===== src/nvs_pkg.sv =====
// Constants and types for the shadow RAM host controller
// Notes on behaviour
// - Write: host presents address, then data, with select and enable low.
// - Host may start a write from standby: enable low first, then select.
// - Host holds recall strobe low at least 300 ns.
// - No read until 1100 ns after recall strobe rises, or after 1400 ns low.
// - Host holds store strobe low at least 200 ns.
package nvs_pkg;
    localparam int ADDR_W = 6;
    localparam int DATA_W = 4;
    localparam int CLK_MHZ = 200;
    localparam int T_SETUP_NS = 50;
    localparam int T_WP_NS = 150;
    localparam int T_WR_NS = 25;
    localparam int T_RD_NS = 300;
    localparam int T_STP_NS = 200;
    localparam int T_RCL_PULSE_NS = 300;
    localparam int T_RCL_CYCLE_NS = 1400;
    localparam int T_ARC_NS = 1100;
    localparam int T_STC_MS = 10;
    // Least times round up, at least one cycle
    localparam int C_SETUP = (T_SETUP_NS * CLK_MHZ + 999) / 1000;
    localparam int C_WP = (T_WP_NS * CLK_MHZ + 999) / 1000;
    localparam int C_WR = (T_WR_NS * CLK_MHZ + 999) / 1000;
    localparam int C_RD = (T_RD_NS * CLK_MHZ + 999) / 1000;
    localparam int C_STP = (T_STP_NS * CLK_MHZ + 999) / 1000;
    localparam int C_RCL_PULSE = (T_RCL_PULSE_NS * CLK_MHZ + 999) / 1000;
    localparam int C_RCL_CYCLE = (T_RCL_CYCLE_NS * CLK_MHZ + 999) / 1000;
    localparam int C_ARC = (T_ARC_NS * CLK_MHZ + 999) / 1000;
    localparam int C_STC = T_STC_MS * 1000 * CLK_MHZ;
    localparam int CNT_W = 24;
    typedef enum logic [1:0] {
        NVS_CMD_READ,
        NVS_CMD_WRITE,
        NVS_CMD_STORE,
        NVS_CMD_RECALL
    } nvs_cmd_t;
endpackage : nvs_pkg


===== src/nvs_pin_if.sv =====
// Pin group shared between the sequencer and the pin driver
`timescale 1ns/10ps
interface nvs_pin_if;
    logic                      sel;
    logic                      wr;
    logic                      store;
    logic                      recall;
    logic                      drive;
    logic [nvs_pkg::ADDR_W-1:0] addr;
    logic [nvs_pkg::DATA_W-1:0] wdata;
    modport seq (output sel, wr, store, recall, drive, addr, wdata);
    modport pins (input sel, wr, store, recall, drive, addr, wdata);
endinterface : nvs_pin_if


===== src/nvs_pin_reg.sv =====
// Output flops for the device pins
`timescale 1ns/10ps
module nvs_pin_reg (
    input  wire logic                       i_sys_clk,
    input  wire logic                       i_reset,
    nvs_pin_if.pins                         pin,
    output logic                            o_cs_n,
    output logic                            o_we_n,
    output logic                            o_store_n,
    output logic                            o_recall_n,
    output logic [nvs_pkg::ADDR_W-1:0]      o_word_address,
    output logic [nvs_pkg::DATA_W-1:0]      o_data_pins_out,
    output logic                            o_data_pins_oe
);
    always_ff @(posedge i_sys_clk) begin
        if (i_reset) begin
            o_cs_n          <= 1'b1;
            o_we_n          <= 1'b1;
            o_store_n       <= 1'b1;
            o_recall_n      <= 1'b1;
            o_word_address  <= '0;
            o_data_pins_out <= '0;
            o_data_pins_oe  <= 1'b0;
        end else begin
            o_cs_n          <= ~pin.sel;
            o_we_n          <= ~pin.wr;
            o_store_n       <= ~pin.store;
            o_recall_n      <= ~pin.recall;
            o_word_address  <= pin.addr;
            o_data_pins_out <= pin.wdata;
            o_data_pins_oe  <= pin.drive;
        end
    end
endmodule : nvs_pin_reg


===== src/nvs_host.sv =====
// Host controller sequencing reads, writes, store and recall
`timescale 1ns/10ps
module nvs_host #(
    parameter int STORE_CYCLES = nvs_pkg::C_STC
) (
    input  wire logic                       i_sys_clk,
    input  wire logic                       i_reset,
    input  wire logic                       i_req_valid,
    input  wire nvs_pkg::nvs_cmd_t          i_req_cmd,
    input  wire logic [nvs_pkg::ADDR_W-1:0] i_req_addr,
    input  wire logic [nvs_pkg::DATA_W-1:0] i_req_wdata,
    input  wire logic                       i_recall_full,
    input  wire logic [nvs_pkg::DATA_W-1:0] i_data_pins_in,
    output logic                            o_req_ready,
    output logic                            o_rsp_valid,
    output logic [nvs_pkg::DATA_W-1:0]      o_rsp_rdata,
    output logic                            o_cs_n,
    output logic                            o_we_n,
    output logic                            o_store_n,
    output logic                            o_recall_n,
    output logic [nvs_pkg::ADDR_W-1:0]      o_word_address,
    output logic [nvs_pkg::DATA_W-1:0]      o_data_pins_out,
    output logic                            o_data_pins_oe
);
    typedef enum logic [2:0] {
        NVS_IDLE,
        NVS_RD,
        NVS_WR_SETUP,
        NVS_WR_PULSE,
        NVS_WR_REC,
        NVS_ST_PULSE,
        NVS_RC_PULSE,
        NVS_BUSY
    } nvs_state_t;

    localparam logic [nvs_pkg::CNT_W-1:0] K_SETUP     =
        nvs_pkg::CNT_W'(nvs_pkg::C_SETUP);
    localparam logic [nvs_pkg::CNT_W-1:0] K_WP        =
        nvs_pkg::CNT_W'(nvs_pkg::C_WP);
    localparam logic [nvs_pkg::CNT_W-1:0] K_WR        =
        nvs_pkg::CNT_W'(nvs_pkg::C_WR);
    localparam logic [nvs_pkg::CNT_W-1:0] K_RD        =
        nvs_pkg::CNT_W'(nvs_pkg::C_RD);
    localparam logic [nvs_pkg::CNT_W-1:0] K_STP       =
        nvs_pkg::CNT_W'(nvs_pkg::C_STP);
    localparam logic [nvs_pkg::CNT_W-1:0] K_RCL_PULSE =
        nvs_pkg::CNT_W'(nvs_pkg::C_RCL_PULSE);
    localparam logic [nvs_pkg::CNT_W-1:0] K_RCL_CYCLE =
        nvs_pkg::CNT_W'(nvs_pkg::C_RCL_CYCLE);
    localparam logic [nvs_pkg::CNT_W-1:0] K_ARC       =
        nvs_pkg::CNT_W'(nvs_pkg::C_ARC);
    localparam logic [nvs_pkg::CNT_W-1:0] K_STC       =
        nvs_pkg::CNT_W'(STORE_CYCLES);

    nvs_state_t                  state;
    logic [nvs_pkg::CNT_W-1:0]   cnt;
    logic                        rd_last;
    logic                        rsp_valid;
    logic [nvs_pkg::DATA_W-1:0]  rsp_rdata;
    logic                        req_ready;
    nvs_pin_if                   pin ();

    function automatic logic is_last(input logic [nvs_pkg::CNT_W-1:0] c,
                                     input logic [nvs_pkg::CNT_W-1:0] k);
        return c >= k - 1'b1;
    endfunction : is_last

    ////////////////////////////////////////////////////////////////////////
    // Sequencer
    always_ff @(posedge i_sys_clk) begin
        if (i_reset) begin
            state <= NVS_IDLE;
            cnt   <= '0;
        end else begin
            unique case (state)
                NVS_IDLE: begin
                    cnt <= '0;
                    if (i_req_valid) begin
                        unique case (i_req_cmd)
                            nvs_pkg::NVS_CMD_READ:   state <= NVS_RD;
                            nvs_pkg::NVS_CMD_WRITE:  state <= NVS_WR_SETUP;
                            nvs_pkg::NVS_CMD_STORE:  state <= NVS_ST_PULSE;
                            nvs_pkg::NVS_CMD_RECALL: state <= NVS_RC_PULSE;
                        endcase
                    end
                end
                NVS_RD: begin
                    cnt <= cnt + 1'b1;
                    if (is_last(cnt, K_RD)) begin
                        state <= NVS_IDLE;
                    end
                end
                NVS_WR_SETUP: begin
                    cnt <= cnt + 1'b1;
                    if (is_last(cnt, K_SETUP)) begin
                        state <= NVS_WR_PULSE;
                        cnt   <= '0;
                    end
                end
                NVS_WR_PULSE: begin
                    cnt <= cnt + 1'b1;
                    if (is_last(cnt, K_WP)) begin
                        state <= NVS_WR_REC;
                        cnt   <= '0;
                    end
                end
                NVS_WR_REC: begin
                    cnt <= cnt + 1'b1;
                    if (is_last(cnt, K_WR)) begin
                        state <= NVS_IDLE;
                    end
                end
                NVS_ST_PULSE: begin
                    cnt <= cnt + 1'b1;
                    if (is_last(cnt, K_STP)) begin
                        state <= NVS_BUSY;
                        cnt   <= K_STC - K_STP;
                    end
                end
                NVS_RC_PULSE: begin
                    cnt <= cnt + 1'b1;
                    if (i_recall_full ? is_last(cnt, K_RCL_CYCLE)
                                      : is_last(cnt, K_RCL_PULSE)) begin
                        state <= i_recall_full ? NVS_IDLE : NVS_BUSY;
                        cnt   <= i_recall_full ? '0 : K_ARC;
                    end
                end
                NVS_BUSY: begin
                    // Device gives no busy flag; wait out its time
                    cnt <= cnt - 1'b1;
                    if (cnt <= 1) begin
                        state <= NVS_IDLE;
                    end
                end
            endcase
        end
    end

    ////////////////////////////////////////////////////////////////////////
    // Pin levels for the next cycle
    always_comb begin
        pin.sel    = (state == NVS_RD) || (state == NVS_WR_PULSE);
        pin.wr     = (state == NVS_WR_SETUP) || (state == NVS_WR_PULSE)
                   || (state == NVS_WR_REC);
        pin.store  = (state == NVS_ST_PULSE);
        pin.recall = (state == NVS_RC_PULSE);
        pin.drive  = (state == NVS_WR_PULSE);
    end

    // Address and data are held between accesses
    always_ff @(posedge i_sys_clk) begin
        if (i_reset) begin
            pin.addr  <= '0;
            pin.wdata <= '0;
        end else if (state == NVS_IDLE && i_req_valid) begin
            pin.addr  <= i_req_addr;
            pin.wdata <= i_req_wdata;
        end
    end

    ////////////////////////////////////////////////////////////////////////
    // Request and answer
    always_ff @(posedge i_sys_clk) begin
        if (i_reset) begin
            req_ready <= 1'b0;
        end else begin
            req_ready <= (state == NVS_IDLE) && !i_req_valid;
        end
    end

    // Pins are sampled one edge after the read phase ends, while select
    // is still low, so the full access time has passed since it fell
    always_ff @(posedge i_sys_clk) begin
        if (i_reset) begin
            rd_last   <= 1'b0;
            rsp_valid <= 1'b0;
            rsp_rdata <= '0;
        end else begin
            rd_last   <= (state == NVS_RD) && is_last(cnt, K_RD);
            rsp_valid <= rd_last;
            if (rd_last) begin
                rsp_rdata <= i_data_pins_in;
            end
        end
    end

    assign o_req_ready = req_ready;
    assign o_rsp_valid = rsp_valid;
    assign o_rsp_rdata = rsp_rdata;

    nvs_pin_reg u_pin_reg (
        .i_sys_clk       (i_sys_clk),
        .i_reset         (i_reset),
        .pin             (pin),
        .o_cs_n          (o_cs_n),
        .o_we_n          (o_we_n),
        .o_store_n       (o_store_n),
        .o_recall_n      (o_recall_n),
        .o_word_address  (o_word_address),
        .o_data_pins_out (o_data_pins_out),
        .o_data_pins_oe  (o_data_pins_oe)
    );
endmodule : nvs_host


===== config.mk =====
export PLATFORM = sky130hd
export DESIGN_NAME = nvs_host
export DESIGN_NICKNAME = d
export VERILOG_FILES = /design/src/nvs_pkg.sv /design/src/nvs_pin_if.sv /design/src/nvs_pin_reg.sv /design/src/nvs_host.sv
export SDC_FILE = /design/constraint.sdc
export NUM_CORES = 1
export LEC_CHECK = 0
export BUFFER_PORTS_ARGS = -buffer_cell sky130_fd_sc_hd__buf_2
export CAP_MARGIN = 20
export CORE_MARGIN = 3
export CORE_UTILIZATION = 56
export DETAILED_ROUTE_END_ITERATION = 10
export GPL_TIMING_DRIVEN = 0
export HOLD_SLACK_MARGIN = 0.06
export PLACE_DENSITY = 0.77
export SYNTH_ARGS = -nofsm -noshare
export SYNTH_HDL_FRONTEND = slang
export SYNTH_SLANG_ARGS = --single-unit

===== constraint.sdc =====
create_clock -name i_sys_clk -period 3.1 [get_ports i_sys_clk]
set_input_delay 0.62 -clock i_sys_clk [delete_from_list [all_inputs] [get_ports i_sys_clk]]
set_output_delay 0.62 -clock i_sys_clk [all_outputs]
set_load 0.01 [all_outputs]

# Yosys cells after proc, flatten, opt, wreduce, memory -nomap -nowiden
# Index checks and enable logic that the tools add are counted.
# W data, S select, Z words.
op_classes:
  n_mux: 18
  reduce_logical: 11
  bitwise: 4
  order_cmp: 7
  eq_ne: 18
  add_sub_neg: 2
op_table:
  columns: ["cell", "count"]
  rows:
  - ["$pmux W24 S7", 1]
  - ["$mux W24", 4]
  - ["$ge A24 B6 Y1 const B", 2]
  - ["$mux W3", 9]
  - ["$add A24 B1 Y24 const B", 1]
  - ["$ge A24 B3 Y1 const B", 1]
  - ["$ge A24 B4 Y1 const B", 1]
  - ["$ge A24 B5 Y1 const B", 1]
  - ["$ge A24 B9 Y1 const B", 1]
  - ["$le A24 B1 Y1 const B", 1]
  - ["$pmux W3 S8", 1]
  - ["$sub A24 B1 Y24 const B", 1]
  - ["$ne A2 B2 Y1 const B", 8]
  - ["$eq A3 B3 Y1 const B", 4]
  - ["$pmux W3 S4", 1]
  - ["$mux W8", 1]
  - ["$reduce_and A8 Y1", 1]
  - ["$eq A3 B2 Y1 const B", 2]
  - ["$eq A2 B2 Y1 const B", 2]
  - ["$not A1 Y1", 4]
  - ["$eq A3 B1 Y1 const B", 1]
  - ["$logic_and A1 B1 Y1", 3]
  - ["$logic_not A3 Y1", 1]
  - ["$logic_or A1 B1 Y1", 3]
  - ["5 further kinds", 5]
word_totals:
  input_bits: 20
  output_inout_bits: 21
  elab_cells: 75
  ff_bits: 59

# Logic depth before layout (Yosys ltp)
logic_depth:
  depth_word: 4
  mapped_depth: 9
  ltp_nobuf: 8

# Hierarchy
# A second synthesis with hierarchy kept.
unflattened:
  cells_unflattened: 421
  hier_area_um2: 3331.9
modules_own_cells:
  columns: ["module", "n_inst", "cells_per_inst", "area_each_um2", "seq_area_each_um2"]
  rows:
  - ["nvs_host", 1, 390, 2925.3, 880.8]
  - ["nvs_pin_reg", 1, 31, 406.6, 300.3]

# Worst setup path before layout
# Ideal clock, no wire load.
synth_timing:
  path_type: "register to register"
  start: "register cnt[0] in the netlist's numbering"
  end: "register cnt[15] in the netlist's numbering"
  path_stages_with_launch: 9
  setup_ps: 93
  synth_period_minus_slack_ps: 2376
  slack_ps: 724
  path_buffers: 0
  required_ps: 3007
  arrival_ps: 2283
  cell_sequence: "dfxtp_1 > inv_1 > ha_1 > or3b_2 > a2111o_1 > a211o_1 > nand2_1 > nor2_1 > o311ai_2"
synth_between:
  elab_chain_len: 4
  word_cells_on_any_way: 13
  classes_between: "add/sub (2); order compare (5); mux (6)"
synth_lines:
  columns: ["element", "line_no", "rtl"]
  rows:
  - ["start: declaration", "nvs_host.sv:56", "logic [nvs_pkg::CNT_W-1:0] cnt;"]
  - ["start signal: assignment", "nvs_host.sv:88", "cnt <= cnt + 1'b1;"]
  - ["start signal: assignment", "nvs_host.sv:94", "cnt <= cnt + 1'b1;"]
  - ["start signal: assignment", "nvs_host.sv:101", "cnt <= cnt + 1'b1;"]
  - ["$ge A24 B6 Y1 / $ge A24 B9 Y1 (equally long branches)", "nvs_host.sv:65", "return c >= k - 1'b1;"]
  - ["$mux W1", "nvs_host.sv:122", "if (i_recall_full ? is_last(cnt, K_RCL_CYCLE)"]
  - ["$mux W24", "nvs_host.sv:122", null]
  - ["$pmux W24 S7 (*)", "nvs_host.sv:75", "unique case (state)"]
# Mark *: on every way between the ends. The rest lies on a longest branch, timed or not.
# A chain may end at the register's enable or synchronous reset.

# Worst setup path in the final report
layout_timing:
  start: "register cnt[1] in the netlist's numbering"
  end: "register cnt[18] in the netlist's numbering"
# Same word-level chain as after synthesis.

==> metrics.cfg <==
[pwr]
power.leakage_uw=0.00157
power-per-cell-area_mw_per_mm2=658
peakVddDrop_mv=0.382

[sta]
tns_ns=0
rsz0062_at_grt=no
relSlewSlack=0.452
clock.fmax_ghz=0.367
worstMarginPinSlew_ns=0.815
slew_violations=0
worst_slack_ns=0.372
finalCritPeriodShare=0.880
holdWs_ns=0.452
hold_viol_final=0
skew_ns=0.00830
finalSetupViolations=0
period_minus_slack_ns=2.73

[setup_path]
worstPathRequired_ns=3.35
worst-path-buf-inv=1
worstRegToRegCells=8
crit-reg2reg-launch=cnt[1]
crit_start=cnt[1]
arrival_ns=2.97
critical_path.top_delay_family=compound AO/OA/AOI/OAI gates
crit-reg2reg-capture=cnt[18]
critPathMaxStageDelay_ns=0.51
slowest_stage=dfxtp_1
cp-start-kind=flop
path_cells=inv_1, ha_1, or3b_2, a2111o_1, a211o_1, nand2_1, nor2_1, o311ai_2
worstPathMaxFanout=8
critPathKind=flop to flop
critPathCaptureType=flop
r2r_setup_slack_ns=0.37

[placement]
dpl.hpwl_um=6110
dp_cells=509
placed_area_mm2=0.00359
portBuffers=39
pre_cts_slack_ns=0.412
place.gp.congestion=0.907

[global_route]
grt_usage=0.252
grt_max_degree=13
antenna_found_initial=0
grt_pass1_wl_um=14300
grt_overflow=0
grt_pass1_vias=2953

[clocking]
cts.repair_timing.setup_buffer_count=0
cts_root_buf=clkbuf_8
htreeDepth=3
cts_resized=0
postCtsHoldBufs=0
cts_tree=yes
clock-sinks=59
worstSkewPairLatency_ns=0.35
numCtsBuffers=9
cts.clk_slew.worst_paths_ns=0.08
clockBufferDepth=2

[floorplanning]
core_mm2=0.00561
initial_core_util=0.590
die_area_mm2=0.00687
rows=27
die_y_um=82.9
ioPinCount=41
die_w_um=82.9

[synthesis]
synth_area_mm2=0.00331
synth_seq_area_share=0.357
synth_area_per_cell_um2=8.31
yosys.area.top_type=dfxtp_1
synth_top_area_frac=0.357
synth_edf_count=0
netlist_top_cells_area=dfxtp_1, xor2_1, nand2_1
synth_flop_cell=dfxtp_1
yosysWarnings=0
synth_cell_types=57
ys_ff_latch=59
synthesis.nets=422
synthCells=398
synthArstFlopShare=0

[route]
drt_iter0_drc=238
vias=3098
dr.pass1.iters=6
drt_wl_total_um=8350
drc_errors=0
via_per_inst=5.90
ant_nets=0
avgRoutedWirePerCell_um=15.9

[run_status]
status=complete, no violations

[worst_hold_path]
holdPathStages=2
whs_endpoint=pin.addr[0]
holdCritStartpoint=pin.addr[0]
hold_path.class=flop to flop

[cells_and_area]
antenna_cells=0
design_area_mm2=0.00379
fin_cells=525
syn_to_final_growth_pct=14.7
drive_gt1_frac=0.168
regArea_mm2=0.00118
fin_nets=472
nFillCells=504
multiInputGateArea_mm2=0.00197

[flow_run]
drv_cap=0

## cell usage after synthesis (all sizes together) (3+ instances only)
cell / count
ha: 4
dfxtp: 59
nand3b: 3
nand2b: 6
nand3: 17
or4: 5
nor3: 13
nand2: 43
nand4: 10
xor2: 26
a21oi: 26
o31ai: 3
nor2: 33
buf: 10
nor2b: 14
and2: 3
and4: 3
and3: 8
xnor2: 16
o211ai: 3
o21ai: 9
clkbuf: 19
inv: 4
o22ai: 16
mux2i: 4
nor4: 5
## registers in the layout, summed over array words and instances, names as in the netlist
| signal | flops |
|---|---|
| o_req_ready | 1 |
| u_pin_reg.o_data_pins_oe | 1 |
| u_pin_reg.o_cs_n | 1 |
| u_pin_reg.o_store_n | 1 |
| cnt | 24 |
| rd_last | 1 |
| o_rsp_valid | 1 |
| o_rsp_rdata | 4 |
| u_pin_reg.o_word_address | 6 |
| u_pin_reg.o_we_n | 1 |
| u_pin_reg.o_data_pins_out | 4 |
| state | 3 |
| u_pin_reg.o_recall_n | 1 |
| pin.wdata | 4 |
| pin.addr | 6 |
## cell type report
| class | instances | area share |
|---|---|---|
| Sequential cell | 59 | 0.311 |
| Timing Repair Buffer | 39 | 0.0515 |
| Clock buffer | 9 | 0.0327 |
| Clock inverter | 7 | 0.0201 |
| Buffer | 29 | 0.0369 |
| Multi-Input combinational cell | 306 | 0.520 |
| Inverter | 4 | 0.00396 |
| Tap cell | 72 | 0.0237 |
## cell usage in the layout, fill, tap and decap left out, types with 6 or more instances in the layout
cell type  synthesis  final
dfxtp_1           59     59
nand2_1           43     43
buf_2              1     40
nor2_1            33     33
a21oi_1           26     26
xor2_1            26     26
clkbuf_1          19     19
nand3_1           17     17
xnor2_1           16     16
o22ai_1           16     16
nor2b_1           14     14
nor3_1            11     11
nand4_1           10     10
clkbuf_8           0      9
and3_1             8      8
o21ai_0            7      7
nand2b_1           6      6
## how the worst max path moves through the flow
stage                     slack [ns]  depth (start not counted)  endpoint
after floorplan                 0.72                          8   cnt[15]
after global placement          0.42                          8   cnt[15]
after detailed placement        0.41                          8   cnt[18]
after CTS                       0.38                          8   cnt[18]
after global routing            0.20                          8   cnt[18]
final                           0.37                          8   cnt[18]
## stage by stage
stage	util	total power, µW
3_3_place_gp	0.641	1770
6_report	0.676	2500
3_5_place_dp	0.641	1790
4_1_cts	0.676	2500
5_1_grt	0.676	2660
2_1_floorplan	-	1570
## power by group
| part | total (µW) | internal, µW | switching, µW |
|---|---|---|---|
| clock network | 711 | 376 | 335 |
| logic | 898 | 353 | 545 |
| registers | 887 | 832 | 55.1 |
| total | 2500 | 1560 | 935 |
## routing by layer
metal	part of all wire	up-vias	track usage
li1	-	1512	-
met1	0.45	1462	0.336
met2	0.46	106	0.399
met3	0.063	18	0.0645
met4	0.022	0	0.0817
met5	0	-	0
## kinds of logic (layout without fill, tap and decap cells)
group           after synthesis  in the layout  synth area share
mux                           5              5            0.0155
xor+xnor                     42             42             0.111
flops                        59             59             0.357
buf+inv                      33             88            0.0469
compound gates               82             82             0.179
simple gates                173            173             0.275
fa+ha+maj                     4              4            0.0151
## worst min-delay path, delay by kind of cell (launching register included)
kind / cells / cell delay [ns]
AND/OR/NAND/NOR: 1 / 0.05
AO/OA/AOI/OAI: 1 / 0.05
flip-flops: 1 / 0.31
Power figures use the tool's default switching activity.
